**config.mk**
```make
export PLATFORM = sky130hd
export DESIGN_NAME = flash_erase_host
export DESIGN_NICKNAME = d
export VERILOG_FILES = /design/src/core/flash_erase_pkg.sv /design/src/core/flash_erase_host.sv /design/src/core/flash_bus_cycle.sv
export SDC_FILE = /design/constraint.sdc
export NUM_CORES = 1
export LEC_CHECK = 0
export BUFFER_PORTS_ARGS = -buffer_cell sky130_fd_sc_hd__clkbuf_2
export CAP_MARGIN = 20
export CORE_MARGIN = 2
export CORE_UTILIZATION = 25
export CTS_CLUSTER_SIZE = 16
export DETAILED_ROUTE_END_ITERATION = 10
export GPL_TIMING_DRIVEN = 0
export PLACE_DENSITY = 0.4
export SYNTH_ARGS = -nofsm -noshare
export SYNTH_HDL_FRONTEND = slang
export SYNTH_SLANG_ARGS = --single-unit
```
**constraint.sdc**
```tcl
create_clock -name sys_clk -period 5 [get_ports sys_clk]
set_input_delay 0.5 -clock sys_clk [delete_from_list [all_inputs] [get_ports sys_clk]]
set_output_delay 0.5 -clock sys_clk [all_outputs]
set_load 0.05 [all_outputs]
```
**src/core/flash_erase_pkg.sv**
```systemverilog
// Package: flash erase host constants, types and timing counts
package flash_erase_pkg;
    localparam int ADDR_W = 18;
    localparam int DATA_W = 16;
    // Unlock cycle values are a property of the part; defaults are arbitrary
    localparam logic [17:0] UNLOCK1_ADDR = 18'h05555;
    localparam logic [15:0] UNLOCK1_DATA = 16'h00aa;
    localparam logic [17:0] UNLOCK2_ADDR = 18'h02aaa;
    localparam logic [15:0] UNLOCK2_DATA = 16'h0055;
    localparam logic [17:0] SETUP_ADDR_BYTE = 18'h0aaaa;
    localparam logic [17:0] SETUP_ADDR_WORD = 18'h05555;
    localparam logic [15:0] ERASE_SETUP_CODE = 16'h0080;
    localparam logic [15:0] BLOCK_CONFIRM_CODE = 16'h0030;
    localparam logic [15:0] CHIP_CONFIRM_CODE = 16'h0010;
    localparam logic [15:0] PAUSE_CODE = 16'h00b0;
    localparam logic [15:0] CONTINUE_CODE = 16'h0030;
    localparam logic [15:0] READ_RESET_CODE = 16'h00f0;
    // Status bit positions on the data lines
    localparam int POLL_BIT = 7;
    localparam int OPTOG_BIT = 6;
    localparam int FAIL_BIT = 5;
    localparam int TIMER_BIT = 3;
    localparam int BLKTOG_BIT = 2;
    // Bus timing, slowest grade, in ns
    localparam int CLK_NS = 10;
    localparam int WE_LOW_NS = 65;
    localparam int WE_HIGH_NS = 35;
    localparam int READ_NS = 150;
    localparam int PAUSE_MAX_NS = 15000;
    localparam int WE_LOW_CYC = (WE_LOW_NS + CLK_NS - 1) / CLK_NS;
    localparam int WE_HIGH_CYC = (WE_HIGH_NS + CLK_NS - 1) / CLK_NS;
    localparam int READ_CYC = (READ_NS + CLK_NS - 1) / CLK_NS;
    localparam int PAUSE_MAX_CYC = PAUSE_MAX_NS / CLK_NS;
    // Software register offsets
    localparam logic [3:0] REG_CTRL = 4'h0;
    localparam logic [3:0] REG_ADDR = 4'h1;
    localparam logic [3:0] REG_STATUS = 4'h2;
    localparam logic [3:0] REG_RDATA = 4'h3;
    // Control opcodes written to REG_CTRL
    typedef enum logic [2:0] {
        OP_NONE, OP_BLOCK_WIPE, OP_ADD_BLOCK, OP_CHIP_WIPE,
        OP_PAUSE, OP_CONTINUE, OP_READ_RESET, OP_READ
    } host_op_t;
    typedef struct packed {
        logic [ADDR_W-1:0] addr;
        logic [DATA_W-1:0] data;
        logic write;
    } bus_cyc_t;
    typedef struct packed {
        logic polling_flag;
        logic op_toggle_flag;
        logic failure_flag;
        logic erase_timer_flag;
        logic block_toggle_flag;
    } flash_status_t;
endpackage : flash_erase_pkg

```
**src/core/flash_erase_host.sv**
```systemverilog
// Host sequencer issuing erase, pause and continue commands to the flash
//
// Operation
// RULE_01: Block erase set-up after two unlocks
// RULE_02: Sixth write: block confirm at target block
// RULE_03: Extra block confirms need no unlock cycles
// RULE_04: Confirms restart timeout before erasing
// RULE_05: Timer flag low while timeout runs
// RULE_06: Bad confirm or unlock aborts to array read
// RULE_07: Device pre-programs zeros itself
// RULE_08: Reads return status after sixth write
// RULE_09: Erasing device takes only pause or read/reset
// RULE_10: Polling flag zero busy, one when done
// RULE_11: Toggle flags change until erase completes
// RULE_12: Failure flag set; host then issues read/reset; host only sets fail and idles, software issues read/reset
// RULE_13: Chip erase: six writes, chip confirm
// RULE_14: Pause is one write, any address
// RULE_15: Pause honoured only during block erase
// RULE_16: Pause during timeout also ends timeout
// RULE_17: Toggles stop within window after pause
// RULE_18: Paused reads of erasing block show toggling
// RULE_19: Paused device takes only continue and program; model takes continue and read/reset, no program
// RULE_20: Read/reset while paused cancels erase
// RULE_21: Address on strobe fall, data on rise
// RULE_22: Continue is one write, any address
// RULE_23: Host sends two unlock writes before erase set-up and before erase confirm
`timescale 1ns/10ps
module flash_erase_host #(
    parameter int PAUSE_WAIT = flash_erase_pkg::PAUSE_MAX_CYC
) (
    input wire logic sys_clk,
    input wire logic srst,
    input wire logic [3:0] sw_addr,
    input wire logic [31:0] sw_wdata,
    input wire logic sw_wr,
    input wire logic sw_rd,
    output logic [31:0] sw_rdata,
    output logic [flash_erase_pkg::ADDR_W-1:0] flash_addr,
    output logic [flash_erase_pkg::DATA_W-1:0] flash_dq_out,
    output logic flash_dq_oe,
    input wire logic [flash_erase_pkg::DATA_W-1:0] flash_dq_in,
    output logic flash_ce_n,
    output logic flash_we_n,
    output logic flash_oe_n,
    input wire logic ready_busy_out,
    output logic reset_unprotect_pin
);
    import flash_erase_pkg::*;
    typedef enum logic [2:0] {
        H_IDLE, H_ISSUE, H_WAIT, H_POLL, H_PAUSE_WAIT
    } host_state_t;
    typedef enum logic [1:0] {
        M_IDLE, M_TIMEOUT, M_PAUSED
    } erase_mode_t;

    host_state_t state_reg, state_next;
    erase_mode_t mode_reg, mode_next;
    host_op_t op_reg, op_next;
    logic [2:0] step_reg, step_next;
    logic [2:0] nsteps_reg, nsteps_next;
    logic [ADDR_W-1:0] tgt_reg, tgt_next;
    logic byte_mode_reg, byte_mode_next;
    logic [DATA_W-1:0] rdata_reg, rdata_next;
    logic [DATA_W-1:0] last_stat_reg, last_stat_next;
    logic [15:0] pwait_reg, pwait_next;
    logic done_reg, done_next;
    logic fail_reg, fail_next;
    logic [31:0] sw_rdata_reg, sw_rdata_next;
    logic cyc_start;
    bus_cyc_t cyc;
    logic cyc_busy, cyc_done;
    logic [DATA_W-1:0] cyc_rdata;
    flash_status_t stat;

    flash_bus_cycle u_cycle (
        .sys_clk(sys_clk),
        .srst(srst),
        .start(cyc_start),
        .cyc(cyc),
        .dq_in(flash_dq_in),
        .busy(cyc_busy),
        .done(cyc_done),
        .rdata(cyc_rdata),
        .addr(flash_addr),
        .dq_out(flash_dq_out),
        .dq_oe(flash_dq_oe),
        .ce_n(flash_ce_n),
        .we_n(flash_we_n),
        .oe_n(flash_oe_n)
    );

    assign stat.polling_flag = cyc_rdata[POLL_BIT];
    assign stat.op_toggle_flag = cyc_rdata[OPTOG_BIT];
    assign stat.failure_flag = cyc_rdata[FAIL_BIT];
    assign stat.erase_timer_flag = cyc_rdata[TIMER_BIT];
    assign stat.block_toggle_flag = cyc_rdata[BLKTOG_BIT];

    // Bus cycle for the current step
    always_comb begin
        cyc = '0;
        cyc.addr = tgt_reg;
        cyc.write = 1'b1;
        case (op_reg)
            OP_BLOCK_WIPE, OP_CHIP_WIPE: begin
                case (step_reg)
                    3'h0, 3'h3: begin // RULE_23
                        cyc.addr = UNLOCK1_ADDR;
                        cyc.data = UNLOCK1_DATA;
                    end
                    3'h1, 3'h4: begin // RULE_23
                        cyc.addr = UNLOCK2_ADDR;
                        cyc.data = UNLOCK2_DATA;
                    end
                    3'h2: begin // RULE_01
                        cyc.addr = byte_mode_reg ? SETUP_ADDR_BYTE
                                                 : SETUP_ADDR_WORD;
                        cyc.data = ERASE_SETUP_CODE;
                    end
                    default: begin
                        if (op_reg == OP_CHIP_WIPE) begin
                            cyc.addr = UNLOCK1_ADDR;
                            cyc.data = CHIP_CONFIRM_CODE; // RULE_13
                        end else begin
                            cyc.data = BLOCK_CONFIRM_CODE; // RULE_02
                        end
                    end
                endcase
            end
            OP_ADD_BLOCK: begin
                cyc.data = BLOCK_CONFIRM_CODE; // RULE_03
            end
            OP_PAUSE: begin
                cyc.data = PAUSE_CODE; // RULE_14
            end
            OP_CONTINUE: begin
                cyc.data = CONTINUE_CODE; // RULE_22
            end
            OP_READ_RESET: begin
                cyc.data = READ_RESET_CODE;
            end
            default: begin
                cyc.write = 1'b0;
            end
        endcase
    end

    assign cyc_start = (state_reg == H_ISSUE) && !cyc_busy;

    always_comb begin
        state_next = state_reg;
        mode_next = mode_reg;
        op_next = op_reg;
        step_next = step_reg;
        nsteps_next = nsteps_reg;
        tgt_next = tgt_reg;
        byte_mode_next = byte_mode_reg;
        rdata_next = rdata_reg;
        last_stat_next = last_stat_reg;
        pwait_next = pwait_reg;
        done_next = done_reg;
        fail_next = fail_reg;
        sw_rdata_next = 32'h0000_0000;
        if (sw_wr && sw_addr == REG_ADDR) begin
            tgt_next = sw_wdata[ADDR_W-1:0];
            byte_mode_next = sw_wdata[31];
        end
        case (state_reg)
            H_IDLE: begin
                if (sw_wr && sw_addr == REG_CTRL &&
                    host_op_t'(sw_wdata[2:0]) != OP_NONE) begin
                    op_next = host_op_t'(sw_wdata[2:0]);
                    step_next = 3'h0;
                    done_next = 1'b0;
                    case (host_op_t'(sw_wdata[2:0]))
                        OP_BLOCK_WIPE, OP_CHIP_WIPE: nsteps_next = 3'h6;
                        default: nsteps_next = 3'h1;
                    endcase
                    state_next = H_ISSUE;
                end
            end
            H_ISSUE: begin
                if (!cyc_busy && op_reg == OP_READ && step_reg != 3'h0)
                    state_next = H_POLL;
                else if (!cyc_busy)
                    state_next = H_WAIT;
            end
            H_WAIT: begin
                if (cyc_done) begin
                    if (op_reg == OP_READ) begin
                        rdata_next = cyc_rdata;
                        state_next = H_IDLE;
                        done_next = 1'b1;
                    end else if (step_reg + 3'h1 < nsteps_reg) begin
                        step_next = step_reg + 3'h1;
                        state_next = H_ISSUE;
                    end else begin
                        case (op_reg)
                            // Block erase may still take more blocks
                            OP_BLOCK_WIPE, OP_ADD_BLOCK:
                                mode_next = M_TIMEOUT; // RULE_04
                            OP_PAUSE: begin
                                pwait_next = 16'(PAUSE_WAIT);
                                mode_next = M_PAUSED; // RULE_16
                            end
                            OP_CONTINUE: mode_next = M_TIMEOUT;
                            default: mode_next = M_IDLE; // RULE_20
                        endcase
                        if (op_reg == OP_PAUSE)
                            state_next = H_PAUSE_WAIT; // RULE_17
                        else if (op_reg == OP_READ_RESET) begin
                            state_next = H_IDLE;
                            done_next = 1'b1;
                            fail_next = 1'b0; // RULE_12
                        end else begin
                            op_next = OP_READ;
                            step_next = 3'h0;
                            state_next = H_POLL; // RULE_08
                        end
                    end
                end
            end
            H_POLL: begin
                // Two reads in a row; toggling means still busy
                if (!cyc_busy && !cyc_start && step_reg == 3'h0) begin
                    step_next = 3'h1;
                    state_next = H_ISSUE;
                    nsteps_next = 3'h1;
                end else if (cyc_done) begin
                    last_stat_next = cyc_rdata;
                    if ((step_reg == 3'h2 && // RULE_11
                         last_stat_reg[OPTOG_BIT] == stat.op_toggle_flag &&
                         last_stat_reg[BLKTOG_BIT] == stat.block_toggle_flag)
                        || (stat.polling_flag && stat.erase_timer_flag) // RULE_10
                        || (stat.failure_flag && !stat.polling_flag)) begin
                        fail_next = fail_reg || (stat.failure_flag &&
                            !stat.polling_flag); // RULE_12
                        mode_next = M_IDLE;
                        state_next = H_IDLE;
                        done_next = 1'b1;
                    end else begin
                        step_next = 3'h2;
                        state_next = H_ISSUE;
                    end
                end
            end
            H_PAUSE_WAIT: begin
                if (pwait_reg <= 16'h0001) begin
                    state_next = H_IDLE;
                    done_next = 1'b1;
                end else begin
                    pwait_next = pwait_reg - 16'h0001;
                end
            end
            default: state_next = H_IDLE;
        endcase
        if (sw_rd) begin
            case (sw_addr)
                REG_ADDR: sw_rdata_next = {byte_mode_reg, 13'h0000, tgt_reg};
                REG_STATUS: sw_rdata_next = {24'h000000,
                    ready_busy_out, 1'b0, mode_reg, fail_reg, done_reg,
                    (state_reg != H_IDLE), 1'b0};
                REG_RDATA: sw_rdata_next = {16'h0000, rdata_reg};
                default: sw_rdata_next = 32'h0000_0000;
            endcase
        end
    end

    always_ff @(posedge sys_clk) begin
        if (srst) begin
            state_reg <= H_IDLE;
            mode_reg <= M_IDLE;
            op_reg <= OP_NONE;
            step_reg <= 3'h0;
            nsteps_reg <= 3'h0;
            tgt_reg <= '0;
            byte_mode_reg <= 1'b0;
            rdata_reg <= '0;
            last_stat_reg <= '0;
            pwait_reg <= 16'h0000;
            done_reg <= 1'b0;
            fail_reg <= 1'b0;
            sw_rdata_reg <= 32'h0000_0000;
        end else begin
            state_reg <= state_next;
            mode_reg <= mode_next;
            op_reg <= op_next;
            step_reg <= step_next;
            nsteps_reg <= nsteps_next;
            tgt_reg <= tgt_next;
            byte_mode_reg <= byte_mode_next;
            rdata_reg <= rdata_next;
            last_stat_reg <= last_stat_next;
            pwait_reg <= pwait_next;
            done_reg <= done_next;
            fail_reg <= fail_next;
            sw_rdata_reg <= sw_rdata_next;
        end
    end

    assign sw_rdata = sw_rdata_reg;
    // Reset pin held inactive; pulsing it is left to board logic
    assign reset_unprotect_pin = 1'b1;
endmodule : flash_erase_host

```
**src/core/flash_bus_cycle.sv**
```systemverilog
// One asynchronous flash bus cycle, write or read, timed from sys_clk
`timescale 1ns/10ps
module flash_bus_cycle (
    input wire logic sys_clk,
    input wire logic srst,
    input wire logic start,
    input flash_erase_pkg::bus_cyc_t cyc,
    input wire logic [flash_erase_pkg::DATA_W-1:0] dq_in,
    output logic busy,
    output logic done,
    output logic [flash_erase_pkg::DATA_W-1:0] rdata,
    output logic [flash_erase_pkg::ADDR_W-1:0] addr,
    output logic [flash_erase_pkg::DATA_W-1:0] dq_out,
    output logic dq_oe,
    output logic ce_n,
    output logic we_n,
    output logic oe_n
);
    import flash_erase_pkg::*;
    typedef enum logic [1:0] {C_IDLE, C_LOW, C_HIGH} cyc_state_t;
    cyc_state_t state_reg, state_next;
    logic [7:0] cnt_reg, cnt_next;
    bus_cyc_t cur_reg, cur_next;
    logic [DATA_W-1:0] rdata_reg, rdata_next;
    logic done_reg, done_next;

    always_comb begin
        state_next = state_reg;
        cnt_next = cnt_reg;
        cur_next = cur_reg;
        rdata_next = rdata_reg;
        done_next = 1'b0;
        case (state_reg)
            C_IDLE: begin
                if (start) begin
                    cur_next = cyc;
                    state_next = C_LOW;
                    cnt_next = cyc.write ? 8'(WE_LOW_CYC) : 8'(READ_CYC);
                end
            end
            C_LOW: begin
                // Address held from strobe fall; data taken at strobe rise
                if (cnt_reg <= 8'h01) begin // RULE_21
                    if (!cur_reg.write)
                        rdata_next = dq_in;
                    state_next = C_HIGH;
                    cnt_next = 8'(WE_HIGH_CYC);
                end else begin
                    cnt_next = cnt_reg - 8'h01;
                end
            end
            C_HIGH: begin
                if (cnt_reg <= 8'h01) begin
                    state_next = C_IDLE;
                    done_next = 1'b1;
                end else begin
                    cnt_next = cnt_reg - 8'h01;
                end
            end
            default: state_next = C_IDLE;
        endcase
    end

    always_ff @(posedge sys_clk) begin
        if (srst) begin
            state_reg <= C_IDLE;
            cnt_reg <= 8'h00;
            cur_reg <= '0;
            rdata_reg <= '0;
            done_reg <= 1'b0;
        end else begin
            state_reg <= state_next;
            cnt_reg <= cnt_next;
            cur_reg <= cur_next;
            rdata_reg <= rdata_next;
            done_reg <= done_next;
        end
    end

    assign busy = (state_reg != C_IDLE);
    assign done = done_reg;
    assign rdata = rdata_reg;
    assign addr = cur_reg.addr;
    assign dq_out = cur_reg.data;
    // Data bus held through the recovery phase to cover hold time
    assign dq_oe = busy && cur_reg.write;
    assign ce_n = !busy;
    assign we_n = !(state_reg == C_LOW && cur_reg.write);
    assign oe_n = !(state_reg == C_LOW && !cur_reg.write);
endmodule : flash_bus_cycle

```
## Yosys cells after proc, flatten, opt, wreduce, memory -nomap -nowiden

Cells that the tools add are included.

| cells by class | value |
|---|---|
| multiplexer cells | 86 |
| reduce and logical (&&, ||, !) cells | 62 |
| multiply operators | 0 |
| add/subtract/negate cells | 3 |
| bitwise gates (word level) | 4 |
| equality and inequality tests | 50 |
| shift-type cells | 0 |
| div/mod/pow operators | 0 |
| $lt $le $gt $ge | 3 |

Operator list:

| kind | number |
|---|---|
| 34-bit one-hot mux with 3 select lines | 1 |
| 16-bit two-way mux | 6 |
| 32-bit one-hot mux with 3 select lines | 1 |
| 3-bit two-way mux | 28 |
| 16-bit one-hot mux with 4 select lines | 1 |
| 18-bit two-way mux | 2 |
| 16-bit one-hot mux with 2 select lines | 1 |
| 2-bit inequality test, second input constant | 14 |
| 8-bit two-way mux | 3 |
| 8-bit one-hot mux with 3 select lines | 1 |
| 3-bit by 2-bit equality test with 1-bit output, second input constant | 7 |
| 1-bit two-way mux | 21 |
| 2-bit two-way mux | 10 |
| 3-bit equality test, second input constant | 6 |
| 3-bit inequality test, second input constant | 6 |
| 3-bit AND reduction | 6 |
| 16-bit by 1-bit <= comparator with 1-bit output, second input constant | 1 |
| 16-bit by 1-bit subtractor with 16-bit output, second input constant | 1 |
| 1-bit logical AND | 15 |
| 3-bit one-hot mux with 5 select lines | 1 |
| 3-bit nonzero test | 5 |
| 7-bit AND reduction | 2 |
| 2-bit OR reduction | 7 |
| 3-bit by 1-bit equality test with 1-bit output, second input constant | 4 |
| 35 further kinds | 58 |

| word-level totals | value |
|---|---|
| memories kept | 0 |
| output and inout port bits | 71 |
| flip-flop bits (word level) | 168 |
| memory bits (read-only) | 0 |
| bits in latches | 0 |
| RAM bits | 0 |

## Longest topological paths before layout

Gate-level depths: netlist of the first run.

| depth | value |
|---|---|
| depth after elaboration | 9 |
| depth in mapped cells | 11 |

## Modules after synthesis

A second synthesis of the first run with hierarchy kept.

| second synthesis, totals | value |
|---|---|
| cell total of the unflattened synthesis | 876 |
| area, all modules | 7130.6 um^2 |

By module, submodules not included:

| module | area an instance (um^2) | instances | seq. area each (um^2) | cells each |
|---|---|---|---|---|
| flash_erase_host | 4360.4 | 1 | 1741.7 | 546 |
| flash_bus_cycle | 2770.2 | 1 | 1241.2 | 330 |

## Worst setup path after synthesis of the first run

Ideal clock, no wire load.

| timing path | value |
|---|---|
| path type | register to register |
| from | register step_reg[2] |
| to | register pwait_reg[12] |
| buffers on the path | 2 |
| arrival | 2.480 ns |
| path slack | 2.448 ns |
| cell stages (with the launch flop) | 12 |
| cells stage by stage | dfxtp_1 -> clkbuf_1 -> inv_1 -> ha_1 -> inv_1 -> ha_1 -> nand2_1 -> o21ai_0 -> a31oi_4 -> clkbuf_1 -> nor4_1 -> mux2i_1 |

| between the ends | value |
|---|---|
| longest elaborated chain between the ends | 4 |

Ends and longest elaborated chain:

| item | RTL line | text |
|---|---|---|
| start, declared | flash_erase_host.sv:59 | `logic [2:0] step_reg, step_next;` |
| start signal, assigned | flash_erase_host.sv:287 | `step_reg <= step_next;` |
| 3-bit by 1-bit adder with 3-bit output | flash_erase_host.sv:193 | `end else if (step_reg + 3'h1 < nsteps_reg) begin` |
| 3-bit < comparator | flash_erase_host.sv:193 |  |
| 2-bit inequality test (no line) | - |  |
| 6-bit AND reduction (no line) | - |  |
| end signal, assigned | flash_erase_host.sv:293 | `pwait_reg <= pwait_next;` |
| end, declared | flash_erase_host.sv:65 | `logic [15:0] pwait_reg, pwait_next;` |

Every way passes these cells.
A chain may end at the register's enable or synchronous reset.

## Worst setup path in the final report of the first run

Ends and elaborated chain as after synthesis.

==> results of run 1 <==
[worst max path at each step]
| stage | from | to | slack (ns) | depth (start not counted) |
|---|---|---|---|---|
| floorplan | step_reg[2]$_SDFFE_PP0P_ | pwait_reg[12]$_SDFFE_PP0P_ | 2.45 | 11 |
| CTS | step_reg[2]$_SDFFE_PP0P_ | fail_reg$_SDFFE_PP0P_ | 1.77 | 11 |
| finish | step_reg[2]$_SDFFE_PP0P_ | pwait_reg[12]$_SDFFE_PP0P_ | 1.77 | 11 |
| detailed placement | step_reg[2]$_SDFFE_PP0P_ | pwait_reg[12]$_SDFFE_PP0P_ | 1.79 | 11 |
| global placement | step_reg[2]$_SDFFE_PP0P_ | pwait_reg[14]$_SDFFE_PP0P_ | 1.75 | 11 |
| global route | step_reg[2]$_SDFFE_PP0P_ | fail_reg$_SDFFE_PP0P_ | 1.45 | 11 |
[per-stage QoR]
step           setup slack (ns)  cell area [um2]  hold slack, ns  util [%]
6_report                   1.77             8330           0.287      31.0
3_3_place_gp               1.75             7770           0.443      28.9
2_1_floorplan              2.45             6890           0.432         -
3_5_place_dp               1.79             7770           0.447      28.9
4_1_cts                    1.77             8330           0.276      31.0
5_1_grt                    1.45             8330           0.284      31.0
[cell usage in the layout (no fill, tap or decap), types with 4 or more instances in the layout]
cell,synthesis,final
sky130_fd_sc_hd__a22oi_1,16,16
sky130_fd_sc_hd__clkbuf_16,0,17
sky130_fd_sc_hd__and3_1,6,6
sky130_fd_sc_hd__o21a_1,5,5
sky130_fd_sc_hd__nor3b_1,4,4
sky130_fd_sc_hd__or2_2,4,4
sky130_fd_sc_hd__buf_4,49,49
sky130_fd_sc_hd__clkbuf_2,0,92
sky130_fd_sc_hd__o21ai_0,39,39
sky130_fd_sc_hd__a311oi_1,5,5
sky130_fd_sc_hd__o31ai_1,10,10
sky130_fd_sc_hd__a21oi_1,105,105
sky130_fd_sc_hd__nand4_1,9,9
sky130_fd_sc_hd__o41ai_1,4,4
sky130_fd_sc_hd__inv_1,23,23
sky130_fd_sc_hd__mux2i_1,15,15
sky130_fd_sc_hd__nor4_1,11,11
sky130_fd_sc_hd__nand2_1,157,157
sky130_fd_sc_hd__or4_1,6,6
sky130_fd_sc_hd__a211oi_1,6,6
sky130_fd_sc_hd__ha_1,16,16
sky130_fd_sc_hd__dfxtp_1,139,139
sky130_fd_sc_hd__nand2b_1,18,18
sky130_fd_sc_hd__a31oi_1,9,9
sky130_fd_sc_hd__nor2b_1,10,10
sky130_fd_sc_hd__conb_1,2,22
sky130_fd_sc_hd__nand3_1,16,16
sky130_fd_sc_hd__clkinvlp_4,0,6
sky130_fd_sc_hd__mux2_2,6,6
sky130_fd_sc_hd__clkbuf_1,43,44
sky130_fd_sc_hd__nor2_1,42,42
sky130_fd_sc_hd__nor3_1,15,15
sky130_fd_sc_hd__and2_1,9,9
[cells by family (layout without fill, tap and decap cells)]
kind of cell / count (synthesis) / count (layout) / share of synthesized area [%]
AOI/OAI and AO/OA: 226 / 226 / 20.2
xor gates and xnor gates: 3 / 3 / 0.386
adders and majority gates: 16 / 16 / 2.94
buffers and inverters: 119 / 243 / 9.55
DFF: 139 / 139 / 40.9
muxes: 21 / 21 / 3.20
other: 2 / 22 / 0.110
and+or+nand+nor: 323 / 323 / 22.7
[cell usage after synthesis, types with 11 or more instances]
master	number
sky130_fd_sc_hd__nand2_1	157
sky130_fd_sc_hd__dfxtp_1	139
sky130_fd_sc_hd__a21oi_1	105
sky130_fd_sc_hd__buf_4	49
sky130_fd_sc_hd__clkbuf_1	43
sky130_fd_sc_hd__nor2_1	42
sky130_fd_sc_hd__o21ai_0	39
sky130_fd_sc_hd__inv_1	23
sky130_fd_sc_hd__nand2b_1	18
sky130_fd_sc_hd__a22oi_1	16
sky130_fd_sc_hd__ha_1	16
sky130_fd_sc_hd__nand3_1	16
sky130_fd_sc_hd__mux2i_1	15
sky130_fd_sc_hd__nor3_1	15
sky130_fd_sc_hd__nor4_1	11
[worst max-delay path, stage by stage (launching register included)]
cell and delay, ns:
sky130_fd_sc_hd__dfxtp_1 0.30, sky130_fd_sc_hd__clkbuf_1 0.28, sky130_fd_sc_hd__inv_1 0.12, sky130_fd_sc_hd__ha_1 0.30
sky130_fd_sc_hd__inv_1 0.05, sky130_fd_sc_hd__ha_1 0.28, sky130_fd_sc_hd__nand2_1 0.07, sky130_fd_sc_hd__o21ai_0 0.64
sky130_fd_sc_hd__a31oi_4 0.27, sky130_fd_sc_hd__clkbuf_1 0.32, sky130_fd_sc_hd__nor4_1 0.33, sky130_fd_sc_hd__mux2i_1 0.22
[power by group through the flow]
stage                     Sequential, mW  Clock, mW  Combinational (mW)
after floorplan                     1.32          0                1.10
after global placement              1.35          0                1.46
after detailed placement            1.35          0                1.45
after CTS                           1.33       1.24                1.46
after global routing                1.34       1.28                1.60
final                               1.33       1.21                1.45
[layout make-up]
| cell class | instances | share of cell area [%] |
|---|---|---|
| tap | 341 | 5.12 |
| clock inverter | 11 | 1.02 |
| inverter | 23 | 1.04 |
| multi-input combinational | 611 | 41.5 |
| clock buffer | 21 | 5.65 |
| sequential | 139 | 33.4 |
| timing repair buffer | 92 | 5.53 |
| buffer | 96 | 6.77 |
[layer usage]
metal | vias up | GRT usage (%) | part of all wire (%)
li1 | 3174 | - | -
met1 | 2941 | 22.2 | 51
met2 | 123 | 24.3 | 45
met3 | 27 | 2.38 | 3.3
met4 | 0 | 4.94 | 1.4
met5 | - | 0 | 0
==> qor.yml, run 1 <==
status: "completed"
drv_slew: 0
post-synth-top-area-cell: "sky130_fd_sc_hd__dfxtp_1"
final_hold_viol_count: 0
global_route_wire_length_before_repair_mm: 34.2
globalRouteOverflowTotal: 0
pd_cells_nw_per_um2: 478
regToRegEndpoint: "pwait_reg[12]$_SDFFE_PP0P_"
drc: 0
timing.hold.worst.class: "primary input to flip-flop"
critical_path.max_fanout: 10
die_w_um: 169
reg2reg_depth: 11
worst_setup_path_type: "flip-flop to flip-flop"
post_cts_resize_count: 0
cts.htree.levels: 4
p_sw_share_pct: 40.7
postCtsSetupBuffers: 0
power.static_leakage_nw: 3.24
cap_violations: 0
detail-route-antenna-nets: 0
clockRootBuffer: "sky130_fd_sc_hd__clkbuf_16"
largest_net_degree_at_the_start_of_global_routing: 17
port_buffers: 92
drt_first_pass_iters: 5
final-setup-viol-count: 0
postSynthAreaPerCell_um2: 8.02
fin_tns_setup_ns: 0
yosys_most_used_dff: "sky130_fd_sc_hd__dfxtp_1"
min_from: "flash_dq_in[6]"
fillCellCount: 2932
regToRegSetupSlack_ns: 1.77
critical_path_required_ns: 5.36
grt_antenna_before_repair: 0
n_antenna_cell: 0
number_of_flip_flops_in_the_largest_register: 19
fin_cells: 1334
arrival_time_at_the_worst_endpoint_ns: 3.60
cts_sinks: 139
worst_ir_drop_vdd_mv: 0.204
slew_headroom_pct: 42.7
multi_input_area_um2: 3450
avgRoutedWirePerCell_um: 16.6
clock_latency_ns: 0.43
vias_in_the_first_global_route: 5933
synth_edf_count: 0
part_of_the_power_in_the_clock_network_pct: 30.3
worst-slew-pin-transition_ns: 0.838
drt-vias-per-instance: 4.70
place.detailed.instances: 1302
ios: 128
synth_warnings: 0
cts_hold_repair_buffers: 0
seq_area_um2: 2780
peak_freq_mhz: 309
synth_seq_area_share_pct: 40.9
via_count: 6265
drive_gt1_share_pct: 20.0
rsz_0062_raised_after_global_routing: "false"
pwr-share-seq_pct: 33.3
post_synth_inst_count: 849
power.switching_mw: 1.62
fin_total_pwr_mw: 3.98
ys_async_sr_fraction_pct: 0
ctsLongestPathBuffers: 2
dp.final_hpwl_mm: 16.8
drt-initial-drc-count: 374
yosys_top_cell_area_share_pct: 40.9
skew_final_ns: 0.0131
combinationalPowerShare_pct: 36.4
initial_utilization_pct: 25.3
die_y_um: 169
internal_power_mw: 2.36
crit_path_end_kind: "flip-flop"
min_period_ns: 3.23
fin_crit_sh_pct: 64.7
synth.area.top_cells: "sky130_fd_sc_hd__dfxtp_1 (41%), sky130_fd_sc_hd__nand2_1 (8.7%), sky130_fd_sc_hd__a21oi_1 (7.7%)"
startpoint_of_the_lowest_slack_register_to_register_path: "step_reg[2]$_SDFFE_PP0P_"
timing.hold.worst_path_depth: 3
ys_seq_elements: 139
rows: 60
yosysUniqueCellTypes: 63
numCtsBuffers: 17
syn_area_um2: 6810
die_area_um2: 28600
syn2layout_area_growth_pct: 22.3
finalWirelength_mm: 22.2
kind_of_launch_point_of_the_worst_setup_path: "flip-flop"
gp_congestion: 0.840
cts_tree: "yes"
fin_nets: 1053
fp.coreArea_um2: 26900
grt_usage_pct: 15.6
path_clk_slew_ns: 0.06
min_delay_worst_endpoint: "u_cycle.rdata[6]$_SDFFE_PP0P_"
Note: power is estimated with default switching activity, not from simulation.
==> run 2: changes to the inputs <==
--- a/config.mk
+++ b/config.mk
@@ -12,7 +12,7 @@
 export CTS_CLUSTER_SIZE = 16
 export DETAILED_ROUTE_END_ITERATION = 10
 export GPL_TIMING_DRIVEN = 0
-export PLACE_DENSITY = 0.4
+export PLACE_DENSITY = 0.42
 export SYNTH_ARGS = -nofsm -noshare
 export SYNTH_HDL_FRONTEND = slang
 export SYNTH_SLANG_ARGS = --single-unit
==> constraint.sdc (replaced) <==
create_clock -name sys_clk -period 2.7 [get_ports sys_clk]
set_input_delay 0.27 -clock sys_clk [delete_from_list [all_inputs] [get_ports sys_clk]]
set_output_delay 0.27 -clock sys_clk [all_outputs]
set_load 0.05 [all_outputs]
==> run 2 against run 1 <==
Against the previous run:
- critical path depth down 1
- wire length down 0.32%
- power up 89%
- worst setup slack worse by 1.6 ns
- clock power up 93%
- hold slack worse by 0.23 ns
- critical endpoint is now pwait_reg[13]$_SDFFE_PP0P_
==> qor.yml, run 2 (same netlist as run 1, synthesis figures left out) <==
cts.htree.levels: 4  # unchanged
global_route_wire_length_before_repair_mm: 34.5  # +1.1%
power.switching_mw: 3.07  # +89%
pwr-share-seq_pct: 32.7  # -0.6 points
path_clk_slew_ns: 0.07  # about the same
clockRootBuffer: "sky130_fd_sc_hd__clkbuf_16"
fin_nets: 1057  # +0.38%
numCtsBuffers: 17  # unchanged
timing.hold.worst.class: "primary input to flip-flop"
drive_gt1_share_pct: 21.8  # +1.7 points
rows: 60  # unchanged
via_count: 6279  # +0.22%
startpoint_of_the_lowest_slack_register_to_register_path: "step_reg[0]$_SDFFE_PP0P_"
fin_total_pwr_mw: 7.52  # +89%
drt_first_pass_iters: 5  # unchanged
most_frequent_cells_in_the_layout: "sky130_fd_sc_hd__nand2_1 (157), sky130_fd_sc_hd__dfxtp_1 (138), sky130_fd_sc_hd__a21oi_1 (105)"
cap_violations: 0  # unchanged
grt_usage_pct: 15.7  # +0.061 points
part_of_the_power_in_the_clock_network_pct: 30.9  # +0.6 points
drt-vias-per-instance: 4.69  # about the same
cts_tree: "yes"
critical_path_required_ns: 3.06  # -2.30 ns
pd_cells_nw_per_um2: 891  # +86%
cts_sinks: 139  # unchanged
skew_final_ns: 0.0161  # +0.00301 ns
initial_utilization_pct: 25.3  # unchanged
layout.cells.most_common: "sky130_fd_sc_hd__nand2_1"
worst-slew-pin-transition_ns: 0.852  # +0.0139 ns
clock_latency_ns: 0.43  # about the same
fin_area_um2: 8440  # +1.3%
die_w_um: 169  # unchanged
arrival_time_at_the_worst_endpoint_ns: 2.93  # -0.67 ns
ctsLongestPathBuffers: 2  # unchanged
finalWirelength_mm: 22.1  # -0.32%
rsz_0062_raised_after_global_routing: "true"
gp_congestion: 0.847  # +0.92%
avgRoutedWirePerCell_um: 16.5  # -0.62%
reg2reg_depth: 10  # -1
critical_path.max_fanout: 7  # -3
detail-route-antenna-nets: 0  # unchanged
vias_in_the_first_global_route: 5899  # -0.57%
kind_of_launch_point_of_the_worst_setup_path: "flip-flop"
crit_path_end_kind: "flip-flop"
die_y_um: 169  # unchanged
min_from: "flash_dq_in[5]"
internal_power_mw: 4.45  # +89%
dp.final_hpwl_mm: 16.6  # -1.2%
fp.coreArea_um2: 26900  # unchanged
ios: 128  # unchanged
timing.hold.worst_path_depth: 3  # unchanged
fin_crit_sh_pct: 95.2  # +31 points
combinationalPowerShare_pct: 36.3  # about the same
syn2layout_area_growth_pct: 23.9
number_of_flip_flops_in_the_largest_register: 19  # unchanged
peak_freq_mhz: 389  # +26%
min_delay_worst_endpoint: "u_cycle.rdata[5]$_SDFFE_PP0P_"
grt_antenna_before_repair: 0  # unchanged
p_sw_share_pct: 40.8  # +0.061 points
largest_net_degree_at_the_start_of_global_routing: 17  # unchanged
drt-initial-drc-count: 441  # +18%
whs_ns: 0.0603  # -0.227 ns
drv_slew: 0  # unchanged
die_area_um2: 28600  # unchanged
regToRegEndpoint: "pwait_reg[13]$_SDFFE_PP0P_"
port_buffers: 92  # unchanged
min_period_ns: 2.57  # -0.663 ns
status: "completed"
final_hold_viol_count: 0  # unchanged
dpl_cell_area_um2: 7770  # unchanged
worst_ir_drop_vdd_mv: 0.360  # +76%
drc: 0  # unchanged
worst_setup_path_type: "flip-flop to flip-flop"
regToRegSetupSlack_ns: 0.13  # -1.64 ns
n_antenna_cell: 0  # unchanged
power.static_leakage_nw: 3.31  # +2.1%
globalRouteOverflowTotal: 0  # unchanged
slew_headroom_pct: 42.4  # -0.29 points
final-setup-viol-count: 0  # unchanged
run 2: what timing repair did:
item / CTS / global route
setup buffers: 1 / 5
endpoints found under the setup margin: 26 / 33
gates resized for setup: 10 / 9
hold buffers: 0 / 0
pin swaps: 1 / 1
run 2: metrics by stage:
step	utilization (%)	setup TNS [ns]	cells	setup WS (ns)
3_5_place_dp	28.9	-9.66	1302	-0.514
2_1_floorplan	-	0	869	0.148
5_1_grt	31.4	-0.119	1338	-0.0453
4_1_cts	31.2	0	1334	0.0369
3_3_place_gp	28.9	-9.56	1302	-0.518
6_report	31.4	0	1338	0.128
run 2: worst max-delay path by stage:
stage / from / endpoint / slack (ns)
finish: step_reg[0]$_SDFFE_PP0P_ / pwait_reg[13]$_SDFFE_PP0P_ / 0.13
global route: step_reg[0]$_SDFFE_PP0P_ / step_reg[0]$_SDFFE_PP0P_ / -0.05
CTS: step_reg[2]$_SDFFE_PP0P_ / fail_reg$_SDFFE_PP0P_ / 0.04
detailed placement: step_reg[2]$_SDFFE_PP0P_ / pwait_reg[12]$_SDFFE_PP0P_ / -0.51
global placement: step_reg[2]$_SDFFE_PP0P_ / pwait_reg[12]$_SDFFE_PP0P_ / -0.52
floorplan: step_reg[2]$_SDFFE_PP0P_ / pwait_reg[12]$_SDFFE_PP0P_ / 0.15
run 2: layer usage:
layer,global-route usage (%),routed length [um]
met1,22.3,11100
met3,2.55,752
met2,24.7,9930
met4,4.27,298
met5,0,0
run 2: power groups by stage:
stage | Sequential (mW) | Combinational [mW] | Clock (mW)
2_1_floorplan | 2.45 | 2.03 | 0
3_3_place_gp | 2.50 | 2.68 | 0
3_5_place_dp | 2.51 | 2.68 | 0
4_1_cts | 2.46 | 2.72 | 2.39
5_1_grt | 2.50 | 3.02 | 2.47
6_report | 2.46 | 2.73 | 2.33
run 2: layout make-up:
class	count	area [um2]
Buffer	94	568
Clock buffer	17	425
Clock inverter	15	154
Fill cell	2942	18400
Inverter	23	86.3
Multi-Input combinational cell	611	3490
Sequential cell	139	2780
Tap cell	341	427
Timing Repair Buffer	98	505
run 2: critical path: stages (launching register included):
cell	delay [ns]
sky130_fd_sc_hd__dfxtp_1	0.37
sky130_fd_sc_hd__ha_1	0.23
sky130_fd_sc_hd__ha_1	0.27
sky130_fd_sc_hd__inv_1	0.05
sky130_fd_sc_hd__ha_1	0.28
sky130_fd_sc_hd__nand2_1	0.08
sky130_fd_sc_hd__o21ai_2	0.28
sky130_fd_sc_hd__a31oi_4	0.19
sky130_fd_sc_hd__buf_4	0.17
sky130_fd_sc_hd__nor4_1	0.36
sky130_fd_sc_hd__mux2i_1	0.22
==> run 3: changes to the inputs <==
--- a/config.mk
+++ b/config.mk
@@ -13,6 +13,7 @@
 export DETAILED_ROUTE_END_ITERATION = 10
 export GPL_TIMING_DRIVEN = 0
 export PLACE_DENSITY = 0.42
+export SETUP_SLACK_MARGIN = 0.3
 export SYNTH_ARGS = -nofsm -noshare
 export SYNTH_HDL_FRONTEND = slang
 export SYNTH_SLANG_ARGS = --single-unit
==> run 3 against run 2 <==
Against the previous run:
- sequential power barely moved
- critical endpoint is now state_reg[0]$_SDFFE_PP0P_
- largest power group unchanged
- critical path type unchanged
- worst setup slack improved by 0.22 ns
- final area rose by 3.0%
- critical path depth fell by 1
- non-clock buffer count rose by 7
- register-to-register slack improved by 0.22 ns
==> qor.yml, run 3 (same netlist as run 1, synthesis figures left out) <==
worst_setup_path_type: "flip-flop to flip-flop"
finalWirelength_mm: 22.5  # +1.5%
initial_utilization_pct: 25.3  # unchanged
worst_ir_drop_vdd_mv: 0.472  # +31%
ios: 128  # unchanged
fin_crit_sh_pct: 87.1  # -8.2 points
cts_hold_repair_buffers: 0  # unchanged
slew_headroom_pct: 38.2  # -4.2 points
path_clk_slew_ns: 0.06  # about the same
worst-slew-pin-transition_ns: 0.918  # +0.0659 ns
arrival_time_at_the_worst_endpoint_ns: 2.67  # -0.26 ns
largest_net_degree_at_the_start_of_global_routing: 17  # unchanged
place.detailed.instances: 1302  # unchanged
ctsLongestPathBuffers: 2  # unchanged
cts_tree: "yes"
worst_slack_ns: 0.349  # +0.220 ns
skew_final_ns: 0.0122  # -0.00391 ns
fin_total_pwr_mw: 7.92  # +5.3%
number_of_flip_flops_in_the_largest_register: 19  # unchanged
grt_antenna_before_repair: 0  # unchanged
drc: 0  # unchanged
kind_of_launch_point_of_the_worst_setup_path: "flip-flop"
cts_sinks: 139  # unchanged
cell_chain_of_the_critical_path: "ha_4 > ha_4 > inv_4 > ha_4 > a21oi_2 > o21a_2 > o21ai_0 > or2_2 > a211oi_1"
power.static_leakage_nw: 3.39  # +2.4%
globalRouteOverflowTotal: 0  # unchanged
drv_slew: 0  # unchanged
final-setup-viol-count: 0  # unchanged
avgRoutedWirePerCell_um: 16.7  # +0.95%
pd_cells_nw_per_um2: 912  # +2.3%
rows: 60  # unchanged
detail-route-antenna-nets: 0  # unchanged
global_route_wire_length_before_repair_mm: 34.7  # +0.62%
fin_cells: 1345  # +0.52%
cpLargestDelayFamily: "compound AO/OA/AOI/OAI gates"
critical_path.max_fanout: 5  # -2
clock_latency_ns: 0.43  # about the same
dp_worst_setup_slack_ns: -0.290  # +0.224 ns
critical_path.n_buffers_inverters: 1  # -1
numCtsBuffers: 17  # unchanged
n_antenna_cell: 0  # unchanged
vias_in_the_first_global_route: 6104  # +3.5%
syn2layout_area_growth_pct: 27.6
most_frequent_cells_in_the_layout: "sky130_fd_sc_hd__nand2_1 (156), sky130_fd_sc_hd__dfxtp_1 (137), sky130_fd_sc_hd__a21oi_1 (102)"
drt-vias-per-instance: 4.72  # +0.56%
cap_violations: 0  # unchanged
drt_first_pass_iters: 5  # unchanged
crit_slowest_cell: "sky130_fd_sc_hd__dfxtp_4"
cts.htree.levels: 4  # unchanged
rsz_0062_raised_after_global_routing: "false"
crit_path_end_kind: "flip-flop"
fin_area_um2: 8690  # +3.0%
layout.cells.most_common: "sky130_fd_sc_hd__nand2_1"
crit_top_cell: "sky130_fd_sc_hd__ha_4"
drt-initial-drc-count: 404  # -8.4%
gp_congestion: 0.902  # +6.5%
die_y_um: 169  # unchanged
dpl_cell_area_um2: 7780  # about the same
peak_freq_mhz: 425  # +9.4%
die_area_um2: 28600  # unchanged
critical_path_required_ns: 3.02  # -0.04 ns
grt_usage_pct: 15.7  # +0.036 points
timing.hold.worst.class: "primary input to flip-flop"
fin_nets: 1064  # +0.66%
via_count: 6347  # +1.1%
post-route-util_pct: 32.3  # +0.93 points
min_period_ns: 2.35  # -0.220 ns
status: "completed"
fp.coreArea_um2: 26900  # unchanged
drive_gt1_share_pct: 24.3  # +2.5 points
final_hold_viol_count: 0  # unchanged
port_buffers: 92  # unchanged
clockRootBuffer: "sky130_fd_sc_hd__clkbuf_16"
dp.final_hpwl_mm: 16.6  # +0.52%
crit_path_max_incr_delay_ns: 0.36  # about the same
die_w_um: 169  # unchanged
run 3: timing repair:
action                                  in CTS  in global routing
pin swaps                                    6                 10
hold endpoints to repair                     0                  0
setup buffers                                6                  5
endpoints found under the setup margin      50                 56
gates resized for setup                     27                 27
cloned                                       0                  0
run 3: final cells by class:
cell class                      count  area (um2)
Sequential cell                   139        2790
Clock buffer                       19         443
Buffer                             96         598
Timing Repair Buffer              103         547
Clock inverter                     13         190
Fill cell                        2902       18200
Tap cell                          341         427
Multi-Input combinational cell    611        3610
Inverter                           23        88.8
run 3: tightest hold or removal path, cell delays in order:
cell	delay [ns]
sky130_fd_sc_hd__clkbuf_2	0.08
sky130_fd_sc_hd__nand2_1	0.04
sky130_fd_sc_hd__a21oi_1	0.05
run 3: final timing paths:
kind,to,cells past startpoint,startpoint,slack [ns]
max,state_reg[0]$_SDFFE_PP0P_,9,step_reg[0]$_SDFFE_PP0P_,0.35
min,u_cycle.rdata[1]$_SDFFE_PP0P_,3,flash_dq_in[1],0.06
max reg2reg,state_reg[0]$_SDFFE_PP0P_,9,step_reg[0]$_SDFFE_PP0P_,0.35
min reg2reg,u_cycle.addr[17]$_SDFFE_PP0P_,2,u_cycle.addr[17]$_SDFFE_PP0P_,0.45
run 3: per-layer routing:
| layer | part of all wire (%) | global-route usage, % |
|---|---|---|
| met1 | 49 | 21.8 |
| met2 | 45 | 25.1 |
| met3 | 4.5 | 3.11 |
| met4 | 1.1 | 3.83 |
| met5 | 0 | 0 |
run 3: through the flow:
| step | setup TNS, ns | hold slack [ns] |
|---|---|---|
| 2_1_floorplan | 0 | 0.406 |
| 3_3_place_gp | -4.60 | 0.443 |
| 3_5_place_dp | -4.35 | 0.447 |
| 4_1_cts | 0 | 0.0503 |
| 5_1_grt | 0 | 0.0494 |
| 6_report | 0 | 0.0624 |
run 3: where the power goes:
part	internal (mW)	leakage (nW)	switching [mW]
clock network	1.58	0.296	0.959
logic	0.973	1.97	1.95
registers	2.29	1.13	0.176
total	4.84	3.39	3.08
